$ cat src/adc_clock_regs.vh
// constants for the converter clock, mode and conversion-timing control
// Overview of operation
// - modulator rate: clock /8, /4, /40, /8
// - clock per word: 512, 256, 2560, 512
// - mode pin low fast, high low-power
// - mode pin watched continuously, no reset needed
// - SPI: ready_n high until settled data
// - frame-sync: data held zero until settled
// - output code saturates at 7FFF/8000
// - output fully settled after 76 words
// - all channels from one clock, rate scales
// - decimation filter is linear phase
// - decimation ratio fixed at 64
// - results are 16-bit two's complement
// - format codes 0-2 SPI, 3-5 frame-sync
`ifndef ADC_CLOCK_REGS_VH
`define ADC_CLOCK_REGS_VH

// modulator clock dividers per mode and divide pin
`define MOD_DIV_FAST_HI   6'h08
`define MOD_DIV_FAST_LO   6'h04
`define MOD_DIV_SLOW_HI   6'h28
`define MOD_DIV_SLOW_LO   6'h08
`define MOD_DIV_W         6

// oversampling ratio and its counter width
`define DECIM_RATIO       7'h40
`define DECIM_LAST        6'h3F
`define DECIM_W           6

// settling: words of little change, words until fully settled
`define SETTLE_QUIET      7'h1E
`define SETTLE_WORDS      7'h4C
`define SETTLE_W          7

// output code limits, word width
`define CODE_MAX          16'h7FFF
`define CODE_MIN          16'h8000
`define WORD_W            16

// format select decode: frame-sync code range
`define FMT_FS_FIRST      3'h3
`define FMT_FS_LAST       3'h5

// mode pin levels
`define MODE_FAST         1'h0
`define MODE_SLOW         1'h1

// supported master clock range, in kHz
`define CLK_MIN_KHZ       100
`define CLK_MAX_KHZ       27000

`endif

$ cat src/decim_chan.v
// one channel of the linear-phase decimation filter
`timescale 1ns/1ps
`include "adc_clock_regs.vh"

module decim_chan (
  input  wire                 clk,
  input  wire                 rst,
  input  wire                 clkEn,
  input  wire                 restart,
  input  wire                 modTick,
  input  wire                 wordTick,
  input  wire                 modBit,
  output reg  [`WORD_W-1:0]   wordNext
);

  reg  [6:0] onesCnt_q;   // ones seen in the current 64-sample block
  reg  [6:0] prevCnt_q;   // previous block count, second tap
  wire [6:0] blockCnt;
  wire [7:0] pairSum;

  // saturate a scaled signed value into the 16-bit code range
  function [`WORD_W-1:0] satCode;
    input signed [17:0] v;
    begin
      if (v > $signed({2'b00, `CODE_MAX}))
        satCode = `CODE_MAX;
      else if (v < -$signed(18'h08000))
        satCode = `CODE_MIN;
      else
        satCode = v[`WORD_W-1:0];
    end
  endfunction

  assign blockCnt = onesCnt_q + {6'h00, modBit};
  assign pairSum  = {1'b0, blockCnt} + {1'b0, prevCnt_q};

  // two equal taps of boxcars: symmetric response, constant delay
  // (sum - 64) * 512: a sum of 64 is mid-scale, all ones or all zeros hit the limits
  always @* begin
    wordNext = satCode($signed({1'b0, pairSum, 9'h000}) - $signed(18'h08000));
  end

  // count ones across exactly one decimation block
  always @(posedge clk or posedge rst) begin
    if (rst) begin
      onesCnt_q <= 7'h00;
      prevCnt_q <= `DECIM_RATIO >> 1;
    end else if (clkEn) begin
      if (restart) begin
        onesCnt_q <= 7'h00;
        prevCnt_q <= `DECIM_RATIO >> 1;
      end else if (wordTick) begin
        onesCnt_q <= 7'h00;
        prevCnt_q <= blockCnt;
      end else if (modTick) begin
        onesCnt_q <= blockCnt;
      end
    end
  end

endmodule // decim_chan

$ cat src/adc_clock_mode_control.v
// clock, mode and conversion-timing control of the multichannel converter
`timescale 1ns/1ps
`include "adc_clock_regs.vh"

module adc_clock_mode_control #(
  parameter NUM_CH = 8
) (
  input  wire                      clk,
  input  wire                      rst,
  input  wire                      clkEn,
  input  wire                      modeSelect,
  input  wire                      clockDivideSelect,
  input  wire [2:0]                formatSelect,
  input  wire [NUM_CH-1:0]         modBits,
  output wire                      modulatorRate,
  output wire                      wordTick,
  output wire                      conversionReadyN,
  output wire [NUM_CH*`WORD_W-1:0] convData,
  output wire                      dataValid,
  output wire                      lowPowerActive,
  output wire                      frameSyncActive,
  output wire                      filterQuiet
);

  // controller states, one-hot
  localparam [2:0] ST_IDLE   = 3'h1;
  localparam [2:0] ST_SETTLE = 3'h2;
  localparam [2:0] ST_RUN    = 3'h4;

  // pin bundle layout: {format[2:0], divide, mode}
  localparam PIN_W = 5;

  reg  [PIN_W-1:0]          pinSync1_q;
  reg  [PIN_W-1:0]          pinSync2_q;
  reg  [PIN_W-1:0]          pinSync3_q;
  reg  [PIN_W-1:0]          pinLvl_q;
  reg  [PIN_W-1:0]          pinLvl_d;
  wire [PIN_W-1:0]          pinRaw;
  wire [PIN_W-1:0]          pinAgree;

  reg  [2:0]                state_q;
  reg  [2:0]                state_d;
  reg                       restart;

  reg  [`MOD_DIV_W-1:0]     modCnt_q;
  reg  [`MOD_DIV_W-1:0]     modCnt_d;
  wire [`MOD_DIV_W-1:0]     modDiv;
  wire                      modTick;

  reg  [`DECIM_W-1:0]       wordCnt_q;
  reg  [`DECIM_W-1:0]       wordCnt_d;

  reg  [`SETTLE_W-1:0]      settleCnt_q;
  reg  [`SETTLE_W-1:0]      settleCnt_d;
  wire                      settleDone;

  reg                       readyN_q;
  reg                       readyN_d;
  reg  [NUM_CH*`WORD_W-1:0] data_q;
  reg  [NUM_CH*`WORD_W-1:0] data_d;
  wire [NUM_CH*`WORD_W-1:0] chanWords;

  wire                      modeLvl;
  wire                      divLvl;
  wire [2:0]                fmtLvl;
  wire                      fsFormat;
  wire                      cfgChange;

  // modulator divider for a given mode and divide pin
  function [`MOD_DIV_W-1:0] modDivFor;
    input lowPower;
    input divHigh;
    begin
      case ({lowPower, divHigh})
        2'b01:   modDivFor = `MOD_DIV_FAST_HI;
        2'b00:   modDivFor = `MOD_DIV_FAST_LO;
        2'b11:   modDivFor = `MOD_DIV_SLOW_HI;
        2'b10:   modDivFor = `MOD_DIV_SLOW_LO;
        default: modDivFor = `MOD_DIV_FAST_HI;
      endcase
    end
  endfunction

  // true when a format code selects frame-sync framing
  function isFrameSync;
    input [2:0] code;
    begin
      isFrameSync = (code >= `FMT_FS_FIRST) && (code <= `FMT_FS_LAST);
    end
  endfunction

  assign pinRaw = {formatSelect, clockDivideSelect, modeSelect};

  // pins are asynchronous: three flops, second and third must agree
  always @(posedge clk or posedge rst) begin
    if (rst) begin
      pinSync1_q <= {PIN_W{1'b0}};
      pinSync2_q <= {PIN_W{1'b0}};
      pinSync3_q <= {PIN_W{1'b0}};
    end else if (clkEn) begin
      pinSync1_q <= pinRaw;
      pinSync2_q <= pinSync1_q;
      pinSync3_q <= pinSync2_q;
    end
  end

  assign pinAgree = ~(pinSync2_q ^ pinSync3_q);

  // accepted level moves only where both late stages agree
  always @* begin
    pinLvl_d = (pinSync2_q & pinAgree) | (pinLvl_q & ~pinAgree);
  end

  // levels are sampled on every enabled cycle, in every controller state
  always @(posedge clk or posedge rst) begin
    if (rst) begin
      pinLvl_q <= {PIN_W{1'b0}};
    end else if (clkEn) begin
      pinLvl_q <= pinLvl_d;
    end
  end

  assign modeLvl   = pinLvl_q[0];
  assign divLvl    = pinLvl_q[1];
  assign fmtLvl    = pinLvl_q[4:2];
  assign fsFormat  = isFrameSync(fmtLvl);
  // a new divide setting also moves the modulator rate, so it restarts too
  assign cfgChange = (pinLvl_d[1:0] != pinLvl_q[1:0]);

  // controller: idle after reset, then settle, then run
  always @* begin
    state_d = state_q;
    restart = 1'b0;
    case (state_q)
      ST_IDLE: begin
        restart = 1'b1;
        state_d = ST_SETTLE;
      end
      ST_SETTLE: begin
        if (cfgChange) begin
          restart = 1'b1;
        end else if (settleDone) begin
          state_d = ST_RUN;
        end
      end
      ST_RUN: begin
        if (cfgChange) begin
          restart = 1'b1;
          state_d = ST_SETTLE;
        end
      end
      default: begin
        restart = 1'b1;
        state_d = ST_SETTLE;
      end
    endcase
  end

  always @(posedge clk or posedge rst) begin
    if (rst) begin
      state_q <= ST_IDLE;
    end else if (clkEn) begin
      state_q <= state_d;
    end
  end

  // the divider is picked from levels already accepted
  assign modDiv  = modDivFor(modeLvl, divLvl);
  assign modTick = (modCnt_q == modDiv - 6'h01) && !restart;

  // modulator divider; one shared counter keeps channels in step
  always @* begin
    if (restart)
      modCnt_d = {`MOD_DIV_W{1'b0}};
    else if (modTick)
      modCnt_d = {`MOD_DIV_W{1'b0}};
    else
      modCnt_d = modCnt_q + 6'h01;
  end

  always @(posedge clk or posedge rst) begin
    if (rst) begin
      modCnt_q <= {`MOD_DIV_W{1'b0}};
    end else if (clkEn) begin
      modCnt_q <= modCnt_d;
    end
  end

  // 64 modulator samples per output word in every mode
  assign wordTick = modTick && (wordCnt_q == `DECIM_LAST);

  always @* begin
    if (restart)
      wordCnt_d = {`DECIM_W{1'b0}};
    else if (wordTick)
      wordCnt_d = {`DECIM_W{1'b0}};
    else if (modTick)
      wordCnt_d = wordCnt_q + 6'h01;
    else
      wordCnt_d = wordCnt_q;
  end

  always @(posedge clk or posedge rst) begin
    if (rst) begin
      wordCnt_q <= {`DECIM_W{1'b0}};
    end else if (clkEn) begin
      wordCnt_q <= wordCnt_d;
    end
  end

  // settling count in output words; saturates once settled
  assign settleDone = wordTick && (settleCnt_q == `SETTLE_WORDS - 7'h01);

  always @* begin
    if (restart)
      settleCnt_d = {`SETTLE_W{1'b0}};
    else if (wordTick && settleCnt_q != `SETTLE_WORDS)
      settleCnt_d = settleCnt_q + 7'h01;
    else
      settleCnt_d = settleCnt_q;
  end

  always @(posedge clk or posedge rst) begin
    if (rst) begin
      settleCnt_q <= {`SETTLE_W{1'b0}};
    end else if (clkEn) begin
      settleCnt_q <= settleCnt_d;
    end
  end

  // one filter per channel, all fed by the same ticks
  genvar ch;
  generate
    for (ch = 0; ch < NUM_CH; ch = ch + 1) begin : gChan
      decim_chan uChan (
        .clk      (clk),
        .rst      (rst),
        .clkEn    (clkEn),
        .restart  (restart),
        .modTick  (modTick),
        .wordTick (wordTick),
        .modBit   (modBits[ch]),
        .wordNext (chanWords[ch*`WORD_W +: `WORD_W])
      );
    end
  endgenerate

  // data words: zero until settled, so frame-sync lines stay low
  always @* begin
    data_d = data_q;
    if (restart)
      data_d = {NUM_CH*`WORD_W{1'b0}};
    else if (wordTick && (settleDone || state_q == ST_RUN))
      data_d = chanWords;
    else if (wordTick)
      data_d = {NUM_CH*`WORD_W{1'b0}};
  end

  // ready: high while settling and in frame-sync formats; otherwise low for one modulator period per word
  always @* begin
    readyN_d = readyN_q;
    if (restart || fsFormat)
      readyN_d = 1'b1;
    else if (wordTick && (settleDone || state_q == ST_RUN))
      readyN_d = 1'b0;
    else if (modTick)
      readyN_d = 1'b1;
  end

  always @(posedge clk or posedge rst) begin
    if (rst) begin
      data_q   <= {NUM_CH*`WORD_W{1'b0}};
      readyN_q <= 1'b1;
    end else if (clkEn) begin
      data_q   <= data_d;
      readyN_q <= readyN_d;
    end
  end

  // status levels for the serial port and the host
  assign modulatorRate    = modTick;
  assign conversionReadyN = readyN_q;
  assign convData         = data_q;
  assign dataValid        = (state_q == ST_RUN);
  assign lowPowerActive   = (modeLvl == `MODE_SLOW);
  assign frameSyncActive  = fsFormat;
  // early words move little; the flag lets the host see that window
  assign filterQuiet      = (state_q == ST_SETTLE) && (settleCnt_q < `SETTLE_QUIET);

endmodule // adc_clock_mode_control

$ cat config.mk
export PLATFORM = sky130hd
export DESIGN_NAME = adc_clock_mode_control
export DESIGN_NICKNAME = d
export VERILOG_FILES = /design/src/decim_chan.v /design/src/adc_clock_mode_control.v
export VERILOG_INCLUDE_DIRS = /design/src /design/src/src
export SDC_FILE = /design/constraint.sdc
export NUM_CORES = 1
export LEC_CHECK = 0
export BUFFER_PORTS_ARGS = -buffer_cell sky130_fd_sc_hd__buf_2
export CAP_MARGIN = 30
export CORE_ASPECT_RATIO = 1.75
export CORE_UTILIZATION = 59
export CTS_BUF_LIST = sky130_fd_sc_hd__clkbuf_4 sky130_fd_sc_hd__clkbuf_8 sky130_fd_sc_hd__clkbuf_16
export CTS_CLUSTER_DIAMETER = 100
export DETAILED_ROUTE_END_ITERATION = 8
export PLACE_DENSITY = 0.81
export SLEW_MARGIN = 20
export SYNTH_ARGS = -nofsm -noshare
export SYNTH_HDL_FRONTEND = slang
export SYNTH_SLANG_ARGS = --single-unit
$ cat constraint.sdc
create_clock -name clk -period 9.6 [get_ports clk]
set_input_delay 1.92 -clock clk [delete_from_list [all_inputs] [get_ports clk]]
set_output_delay 1.92 -clock clk [all_outputs]
set_load 0.005 [all_outputs]
==> results of run 1 <==
==> power by group through the flow <==
| stage | Clock [mW] | Sequential, mW | Combinational (mW) |
|---|---|---|---|
| global placement | 0 | 1.01 | 0.258 |
| CTS | 0.872 | 0.998 | 0.276 |
| floorplan | 0 | 1.00 | 0.189 |
| finish | 0.859 | 0.998 | 0.273 |
| detailed placement | 0 | 1.01 | 0.273 |
| global route | 0.906 | 1.00 | 0.304 |
==> worst paths after layout <==
path	startpoint	to	slack [ps]	cells past startpoint
worst max-delay path	pinLvl_q[1]	wordTick	5040	5
worst min-delay path	convData[58]	convData[58]	470	2
worst max register to register	pinLvl_q[1]	gChan[2].uChan.prevCnt_q[6]	6360	8
worst min register to register	convData[58]	convData[58]	470	2
max in group asynchronous	rst	gChan[2].uChan.prevCnt_q[5]	6580	5
min in group asynchronous	rst	convData[44]	1400	2
==> through the flow <==
stage / utilization (%) / setup slack, ps / hold slack, ps
2_1_floorplan: - / 1700 / 449
3_3_place_gp: 62.7 / 5160 / 458
3_5_place_dp: 63.0 / 5100 / 466
4_1_cts: 66.6 / 5050 / 480
5_1_grt: 66.7 / 4850 / 497
6_report: 66.7 / 5040 / 473
==> cell families after synthesis <==
kind of cell | count (synthesis) | synth area share, %
multiplexers | 13 | 1.21
flip-flops | 219 | 46.1
XOR/XNOR | 87 | 6.40
AND/OR/NAND/NOR | 320 | 11.6
AO/OA/AOI/OAI | 338 | 17.7
buffers and inverters | 170 | 7.52
adder cells (fa/ha/maj) | 85 | 9.44
==> placed cells by master, fill, tap and decap left out, types with 10 or more instances in the layout <==
master,netlist,routed
dfrtp_1,209,209
buf_2,7,150
nand2_1,143,143
o21ai_0,132,131
nor2_1,103,103
ha_1,77,77
a21oi_1,71,71
inv_1,57,56
a22o_1,46,46
xor2_1,44,44
xnor2_1,43,43
nand3_1,30,30
clkbuf_16,0,21
a21o_1,16,16
o21bai_1,15,15
and3_1,14,14
mux2_2,11,11
o211a_1,10,10
dfstp_2,10,10
==> layer usage <==
| layer | wire [um] | track usage, % |
|---|---|---|
| met5 | 0 | 0 |
| met1 | 10200 | 30.0 |
| met3 | 1000 | 2.74 |
| met2 | 13200 | 44.8 |
| met4 | 710 | 10.4 |
==> final cells by class <==
class | instances | area [um^2]
fill | 1561 | 6560
multi-input combinational | 843 | 5550
sequential | 219 | 5490
timing repair buffer | 161 | 893
clock buffer | 28 | 591
tap | 245 | 307
inverter | 57 | 221
clock inverter | 8 | 120
==> critical path, delay by kind of cell, from the launching register on <==
| family | cells | cell delay, ps |
|---|---|---|
| DFF | 1 | 450 |
| AOI/OAI and AO/OA | 1 | 270 |
| buffers and inverters | 1 | 170 |
| and+or+nand+nor | 3 | 1250 |
==> registers in the layout, indices dropped and copies added, names as in the netlist, named ones only <==
signal,count
pinSync2_q,5
gChan.uChan.onesCnt_q,56
pinLvl_q,2
convData,64
modCnt_q,6
state_q,3
wordCnt_q,6
pinSync1_q,5
settleCnt_q,7
pinSync3_q,5
gChan.uChan.prevCnt_q,56
conversionReadyN,1
==> run metrics, run 1 <==
largest net degree at the start of global routing=~140; critical path type=flip-flop to primary output; asr flop ratio synth=100%; final instance area=between 0.01 and 0.015 mm^2; setup tns final=0 ps; CP peak stage delay=about 600 ps; power share of the clock group=between 40% and 50%; Slew Limit Headroom=between 40% and 50%; vias in the first global route=around 9000; diode count=0; post-CTS resize count=0; IO Pins=roughly 150; critical path fanouts, max=16; switching power=about 0.58 mW; Crit. End Element=primary output; clock skew=12.2 ps; VDD IR max=between 0.1 and 0.15 mV; share of total power in combinational logic=12.8%; clk slew on worst S/H paths=approximately 70 ps; net count after synthesis=1333; CTS tree=built; Most used DFF post-synth=dfrtp_1; routed wire length=about 25000 um; height of the die=roughly 190 um; CTS H-tree lvls=1; Synth Instances=~1200; synth cell count leaders=dfrtp_1 (209), nand2_1 (143), o21ai_0 (132); first-pass GRT wire length=41500 um; worst path cell trace=and3b_1 -> a21oi_1 -> nand3_1 -> nor3_1 -> buf_2; Placed Cells=~1500; WP data arrival=between 2000 and 3000 ps; placed cell areas=0.0124 mm^2; # rows=68; Die X=between 100 and 150 um; fin crit share=47.5%; YS warnings=0; power per cell area=between 150 and 200 mW/mm^2; layout cells sized above 1=17.2%; clk sink count=roughly 220; dominant cells by area after synthesis=dfrtp_1 (44%), ha_1 (8.1%), o21ai_0 (5.5%), nand2_1 (4.5%), buf_4 (4.0%); Internal Pwr Total=1.55 mW; Worst Hold Class=flip-flop to flip-flop; post-layout power=between 2 and 2.5 mW; Pre-antenna DRT Iters=5; CTS Hold Bufs=0; GRT overflow=0; Synth Register Bits=between 200 and 250; leakage=between 7 and 8 nW; port bufs=150; # Post-CTS Setup Buffers=0; Total GRT Usage=around a quarter; DRC violations left=0; status=finished, final reports clean; initial antenna violation count=0; RSZ-0062 raised after global routing=no; Cell Area, Synth=about 0.012 mm^2; Num CTS Buffers=20; Seq/Total Area, Yosys=46.1%; top-count cell post-synth=dfrtp_1; die area=between 0.02 and 0.025 mm^2; Max Cap Viol=0; Startpoint Class=flip-flop; clock tree buffer depth=3; syn_area_per_cell=roughly 9.7 um^2; GPL Wtd Cong=~0.80; Starting Density=~60%; Slew Limit Fails=0; Synth top area share=between 40 and 50%; Peak Freq=219 MHz; Min Clock Period, post-route=between 4000 and 5000 ps; final antenna-violating net count=0; HPWL Detailed=about 17000 um; measured slew at the worst slew-check pin=approximately 800 ps; nets@finish=~1400; non-filler cells, final=1561; Fin. Hold Viols=0; switch share=between 20% and 30%; WP data required=between 7000 and 8000 ps; DR iter-0 viols=between 400 and 500; via count=8937; Setup violations, final=0; Clock Latency Late Sink=500 ps; Synth area leader=dfrtp_1; Root Buffer=clkbuf_16; Post-synth EDFFs=0; vias per inst=5.73; core area=around 0.020 mm^2; Slowest-stage cell, CP=nand3_1; WL per Instance=roughly 16 um; Yosys cell types=53; Area Overhead vs Synth=10.7%; Sequential Power Share=between 40% and 50%
No activity file was read; power rests on OpenSTA's default activity.
==> run 2, diff against run 1 <==
--- a/config.mk
+++ b/config.mk
@@ -6,14 +6,15 @@
 export SDC_FILE = /design/constraint.sdc
 export NUM_CORES = 1
 export LEC_CHECK = 0
+export ABC_AREA = 1
 export BUFFER_PORTS_ARGS = -buffer_cell sky130_fd_sc_hd__buf_2
 export CAP_MARGIN = 30
 export CORE_ASPECT_RATIO = 1.75
-export CORE_UTILIZATION = 59
+export CORE_UTILIZATION = 60
 export CTS_BUF_LIST = sky130_fd_sc_hd__clkbuf_4 sky130_fd_sc_hd__clkbuf_8 sky130_fd_sc_hd__clkbuf_16
 export CTS_CLUSTER_DIAMETER = 100
 export DETAILED_ROUTE_END_ITERATION = 8
-export PLACE_DENSITY = 0.81
+export PLACE_DENSITY = 0.82
 export SLEW_MARGIN = 20
 export SYNTH_ARGS = -nofsm -noshare
 export SYNTH_HDL_FRONTEND = slang
==> constraint.sdc (replaced) <==
create_clock -name clk -period 4.4 [get_ports clk]
set_input_delay 0.88 -clock clk [delete_from_list [all_inputs] [get_ports clk]]
set_output_delay 0.88 -clock clk [all_outputs]
set_load 0.005 [all_outputs]
==> run metrics, run 2 <==
leakage=8.27 nW; critical path fanouts, max=59; Slew Limit Headroom=41.5%; initial antenna violation count=1; most common cell after layout, fill and taps aside=nand2_1; metal2 WL=around 16000 um; asr flop ratio synth=between 90% and 100%; Num CTS Buffers=21; layout cells sized above 1=14.1%; CP Launch Point=state_q[0]; largest net degree at the start of global routing=roughly 110; diode count=0; power per cell area=roughly 380 mW/mm^2; CTS tree=built; Synth Register Bits=roughly 220; Total GRT Usage=28.0%; final instance area=between 0.01 and 0.015 mm^2; WP data arrival=roughly 2600 ps; GRT overflow=0; Yosys cell types=38; clk sink count=about 220; RSZ-0062 raised after global routing=no; Cell Area, Synth=roughly 0.013 mm^2; first-pass GRT wire length=between 50000 and 60000 um; commonest non-fill, non-tap cells in the layout=nand2_1 (494), dfrtp_1 (209), nand3_1 (201), buf_2 (150), inv_1 (133); met3 routed WL=between 1500 and 2000 um; measured slew at the worst slew-check pin=~870 ps; critical path type=flip-flop to primary output; DRC violations left=0; clock skew=16.7 ps; Reg2Reg Launch Point=gChan[0].uChan.onesCnt_q[0]; Crit. End Element=primary output; DR top layer=met5; post-layout power=roughly 5.5 mW; setup tns final=0 ps; vias per inst=~5.6; post-CTS resize count=0; non-filler cells, final=about 2000; top-count cell post-synth=nand2_1; IO Pins=between 150 and 200; hold wc startpoint=convData[107]; final antenna-violating net count=0; placed cell areas=about 0.014 mm^2; via count=around 11000; CTS H-tree lvls=1; Post-synth EDFFs=0; CTS Hold Bufs=0; clk slew on worst S/H paths=around 60 ps; WL per Instance=around 15 um; dominant cells by area after synthesis=dfrtp_1 (40%), nand2_1 (14%), nand3_1 (7.7%), ha_1 (7.4%), buf_4 (4.4%); height of the die=roughly 200 um; Startpoint Class=flip-flop; Synth area leader=dfrtp_1; synth cell count leaders=nand2_1 (494), dfrtp_1 (209), nand3_1 (201); Max Cap Viol=0; Synth top area share=~40%; HPWL Detailed=around 20000 um; DR iter-0 viols=around 840; Seq/Total Area, Yosys=between 40% and 50%; net count after synthesis=between 1500 and 2000; Slew Limit Fails=0; nets@finish=1814; Min Clock Period, post-route=roughly 3500 ps; die area=roughly 0.022 mm^2; GPL Wtd Cong=roughly 0.9; Fill cells=around 1700; routed wire length=between 30000 and 40000 um; VDD IR max=about 0.35 mV; port bufs=150; Peak Freq=a little under 300 MHz; Clock Latency Late Sink=520 ps; final setup margin=roughly 940 ps; Placed Cells=1980; YS warnings=0; Fin. Hold Viols=0; Setup violations, final=0; Met1 Wirelength=roughly 12000 um; Pre-antenna DRT Iters=6; WP data required=between 3000 and 4000 ps; Largest register FFs=64; Die X=about 110 um; syn_area_per_cell=between 7 and 8 um^2; # rows=71; # Post-CTS Setup Buffers=0; vias in the first global route=between 10000 and 15000; status=finished, final reports clean; Synth Instances=around 1600; Root Buffer=clkbuf_16; clock tree buffer depth=3; pre-CTS setup slack=~820 ps; Most used DFF post-synth=dfrtp_1; core area=0.0214 mm^2; fin crit share=between 70% and 80%; Starting Density=between 60% and 70%; Worst Hold Class=flip-flop to flip-flop; Area Overhead vs Synth=9.29%
## run 2: final cells by class
class | count | area, um^2 | share of cell area, %
clock buffer | 32 | 627 | 4.38
clock inverter | 5 | 53.8 | 0.376
inverter | 141 | 534 | 3.74
multi-input combinational | 1163 | 6310 | 44.1
sequential | 219 | 5490 | 38.4
tap | 292 | 365 | 2.55
timing repair buffer | 167 | 921 | 6.44
## run 2: worst max-delay path: stages (launching register included)
cell     delay (ps)
dfstp_2         560
inv_1            60
nand3_1         170
inv_1            90
nor2_1          170
nor2_4           60
nand3_2         100
buf_4           590
inv_1            80
buf_2           150
## run 2: path summary, 6_finish.rpt
check | to | slack [ps] | cells after the start
max | wordTick | 940 | 9
min | convData[107] | 470 | 2
max reg2reg | convData[11] | 1410 | 12
min reg2reg | convData[107] | 470 | 2
max in group asynchronous | convData[107] | 2850 | 3
min in group asynchronous | gChan[7].uChan.prevCnt_q[2] | 520 | 2
## run 2: report_power, final
| group | internal [mW] | switching [mW] |
|---|---|---|
| Combinational | 0.366 | 1.05 |
| Sequential | 2.14 | 0.105 |
| Clock | 1.04 | 0.780 |
| Total | 3.56 | 1.94 |
## run 2: cells by family (layout without fill, tap and decap cells)
logic type | count (synthesis) | count (layout) | share of synthesized area (%)
XOR/XNOR | 74 | 74 | 4.95
multiplexers | 1 | 1 | 0.0765
AND/OR/NAND/NOR | 868 | 868 | 28.7
buffers and inverters | 266 | 345 | 10.0
adder cells (fa/ha/maj) | 85 | 85 | 8.59
flip-flops | 219 | 219 | 42.0
AO/OA/AOI/OAI | 135 | 135 | 5.66
## run 2: per-stage QoR
stage | util [%] | hold slack [ps]
floorplan | - | 442
global placement | 63.5 | 455
detailed placement | 63.5 | 458
CTS | 66.6 | 474
global route | 66.8 | 493
finish | 66.8 | 472
## run 2: per-layer routing
metal	vias to the layer above	GRT usage (%)
li1	5443	-
met1	5427	32.4
met2	381	51.9
met3	85	3.07
met4	2	11.9
met5	-	0
==> run 3, diff against run 2 <==
--- a/config.mk
+++ b/config.mk
@@ -10,11 +10,11 @@
 export BUFFER_PORTS_ARGS = -buffer_cell sky130_fd_sc_hd__buf_2
 export CAP_MARGIN = 30
 export CORE_ASPECT_RATIO = 1.75
-export CORE_UTILIZATION = 60
+export CORE_UTILIZATION = 54
 export CTS_BUF_LIST = sky130_fd_sc_hd__clkbuf_4 sky130_fd_sc_hd__clkbuf_8 sky130_fd_sc_hd__clkbuf_16
 export CTS_CLUSTER_DIAMETER = 100
 export DETAILED_ROUTE_END_ITERATION = 8
-export PLACE_DENSITY = 0.82
+export PLACE_DENSITY = 0.78
 export SLEW_MARGIN = 20
 export SYNTH_ARGS = -nofsm -noshare
 export SYNTH_HDL_FRONTEND = slang
==> constraint.sdc (replaced) <==
create_clock -name clk -period 3.18 [get_ports clk]
set_input_delay 0.636 -clock clk [delete_from_list [all_inputs] [get_ports clk]]
set_output_delay 0.636 -clock clk [all_outputs]
set_load 0.005 [all_outputs]
==> run metrics, run 3 (same netlist as run 2, synthesis figures left out) <==
status=finished, final reports clean; delay-heaviest family, CP=buffers and inverters; Slowest-stage cell, CP=dfstp_2; clock skew=approximately 17 ps; diode count=0; WP data required=around 2500 ps; power per cell area=around 540 mW/mm^2; height of the die=208 um; CP endpoint=modulatorRate; Largest register FFs=64; CP Depth=7; final instance area=~0.015 mm^2; Placed Cells=2011; CTS tree=built; via count=around 11000; # rows=75; layout cells sized above 1=between 10% and 20%; die area=between 0.02 and 0.025 mm^2; Max Cap Viol=0; setup tns final=0 ps; RSZ-0062 raised after global routing=no; Slew Limit Headroom=between 40% and 50%; Peak Freq=around 350 MHz; post-layout power=just under 8 mW; Total GRT Usage=24.7%; fin crit share=between 90% and 100%; VDD IR max=around 0.54 mV; clk slew on worst S/H paths=approximately 60 ps; Min Clock Period, post-route=2880 ps; clock tree buffer depth=3; GRT overflow=0; leakage=around 8.4 nW; HPWL Detailed=21100 um; DR iter-0 viols=approximately 650; Reg2Reg Launch Point=gChan[2].uChan.onesCnt_q[0]; worst path cell trace=inv_1 -> nand3_1 -> nand2_1 -> nand2_2 -> buf_4 -> nor3_1 -> buf_2; Worst Hold Class=primary input to async pin; Slew Limit Fails=0; Clock Latency Late Sink=roughly 520 ps; Crit. End Element=primary output; core area=roughly 0.024 mm^2; post-CTS resize count=0; critical path fanouts, max=35; DRC violations left=0; non-filler cells, final=around 2000; Area Overhead vs Synth=11.1%; cells on worst reg2reg path=13; CP bufs+invs=3; CP peak stage delay=approximately 550 ps; r2r endpoint=convData[44]; GPL Wtd Cong=between 0.8 and 0.9; port bufs=150; CTS Hold Bufs=0; commonest non-fill, non-tap cells in the layout=nand2_1 (494), dfrtp_1 (209), nand3_1 (201), buf_2 (150), inv_1 (133); Fin. Hold Viols=0; Die X=about 120 um; measured slew at the worst slew-check pin=roughly 750 ps; Num CTS Buffers=22; nets@finish=about 1800; most common cell after layout, fill and taps aside=nand2_1; Starting Density=around 55%; initial antenna violation count=0; CTS H-tree lvls=1; vias in the first global route=around 11000; critical path type=flip-flop to primary output; Root Buffer=clkbuf_16; final antenna-violating net count=0; routed wire length=30200 um; placed cell areas=approximately 0.014 mm^2; largest net degree at the start of global routing=70; WHS=186 ps; WL per Instance=between 10 and 15 um; Pre-antenna DRT Iters=6; Setup violations, final=0; CP Launch Point=state_q[0]; reg-to-reg setup timing slack=510 ps; vias per inst=5.44; clk sink count=219; IO Pins=151; WP data arrival=roughly 2200 ps; first-pass GRT wire length=between 50000 and 60000 um; # Post-CTS Setup Buffers=0; Startpoint Class=flip-flop
==> run 3: cell count changes in the layout (fill, tap and decap cells not counted) <==
cell / previous run / this run
clkbuf_16: 21 / 23
clkbuf_4: 8 / 4
clkbuf_2: 1 / 0
buf_16: 1 / 0
bufinv_16: 1 / 3
inv_6: 1 / 0
clkinvlp_4: 1 / 2
buf_12: 2 / 6
buf_4: 13 / 24
clkbuf_8: 3 / 4
==> run 3: routing by layer <==
layer / wire (um) / up-vias / part of all wire, % / GRT usage [%]
met5: 0 / - / 0 / 0
met4: 1290 / 0 / 4.2 / 12.6
met3: 1660 / 86 / 5.5 / 3.23
met2: 15400 / 352 / 51 / 44.8
met1: 11900 / 5247 / 39 / 27.9
li1: - / 5463 / - / -
==> run 3: worst min-delay path by stage <==
stage / startpoint / endpoint / slack, ps / cells after the start
CTS: rst / convData[123] / 190 / 2
finish: rst / convData[123] / 190 / 2
floorplan: state_q[2] / state_q[2] / 440 / 2
global placement: pinSync1_q[1] / pinSync1_q[1] / 450 / 2
detailed placement: gChan[3].uChan.prevCnt_q[5] / gChan[3].uChan.prevCnt_q[5] / 460 / 2
global route: rst / convData[123] / 210 / 2
==> run 3: layout make-up <==
| type | instances | area (um^2) |
|---|---|---|
| clock buffer | 31 | 661 |
| clock inverter | 7 | 113 |
| fill | 2045 | 9290 |
| inverter | 141 | 534 |
| multi-input combinational | 1163 | 6310 |
| sequential | 219 | 5490 |
| tap | 308 | 385 |
| timing repair buffer | 180 | 1050 |
==> run 3: through the flow <==
step                setup WS, ps  utilization, %
global placement             276            57.8
detailed placement           190            57.8
global route                 175            61.0
finish                       302            61.0
floorplan                   -302               -
CTS                          304            61.0
==> run 3: where the power goes <==
part	leakage, nW	internal, mW	switching, mW	total [mW]
clock network	0.385	1.69	1.07	2.76
logic	5.01	0.564	1.47	2.04
registers	2.98	2.97	0.143	3.11
total	8.38	5.22	2.69	7.91
==> run 3: worst register-to-register path, delay by kind of cell, from the launching register on <==
kind            cells  cell delay [ps]
xor+xnor            1              200
fa+ha+maj           3              750
flops               1              380
buf+inv             2              280
simple gates        5              430
compound gates      2              530
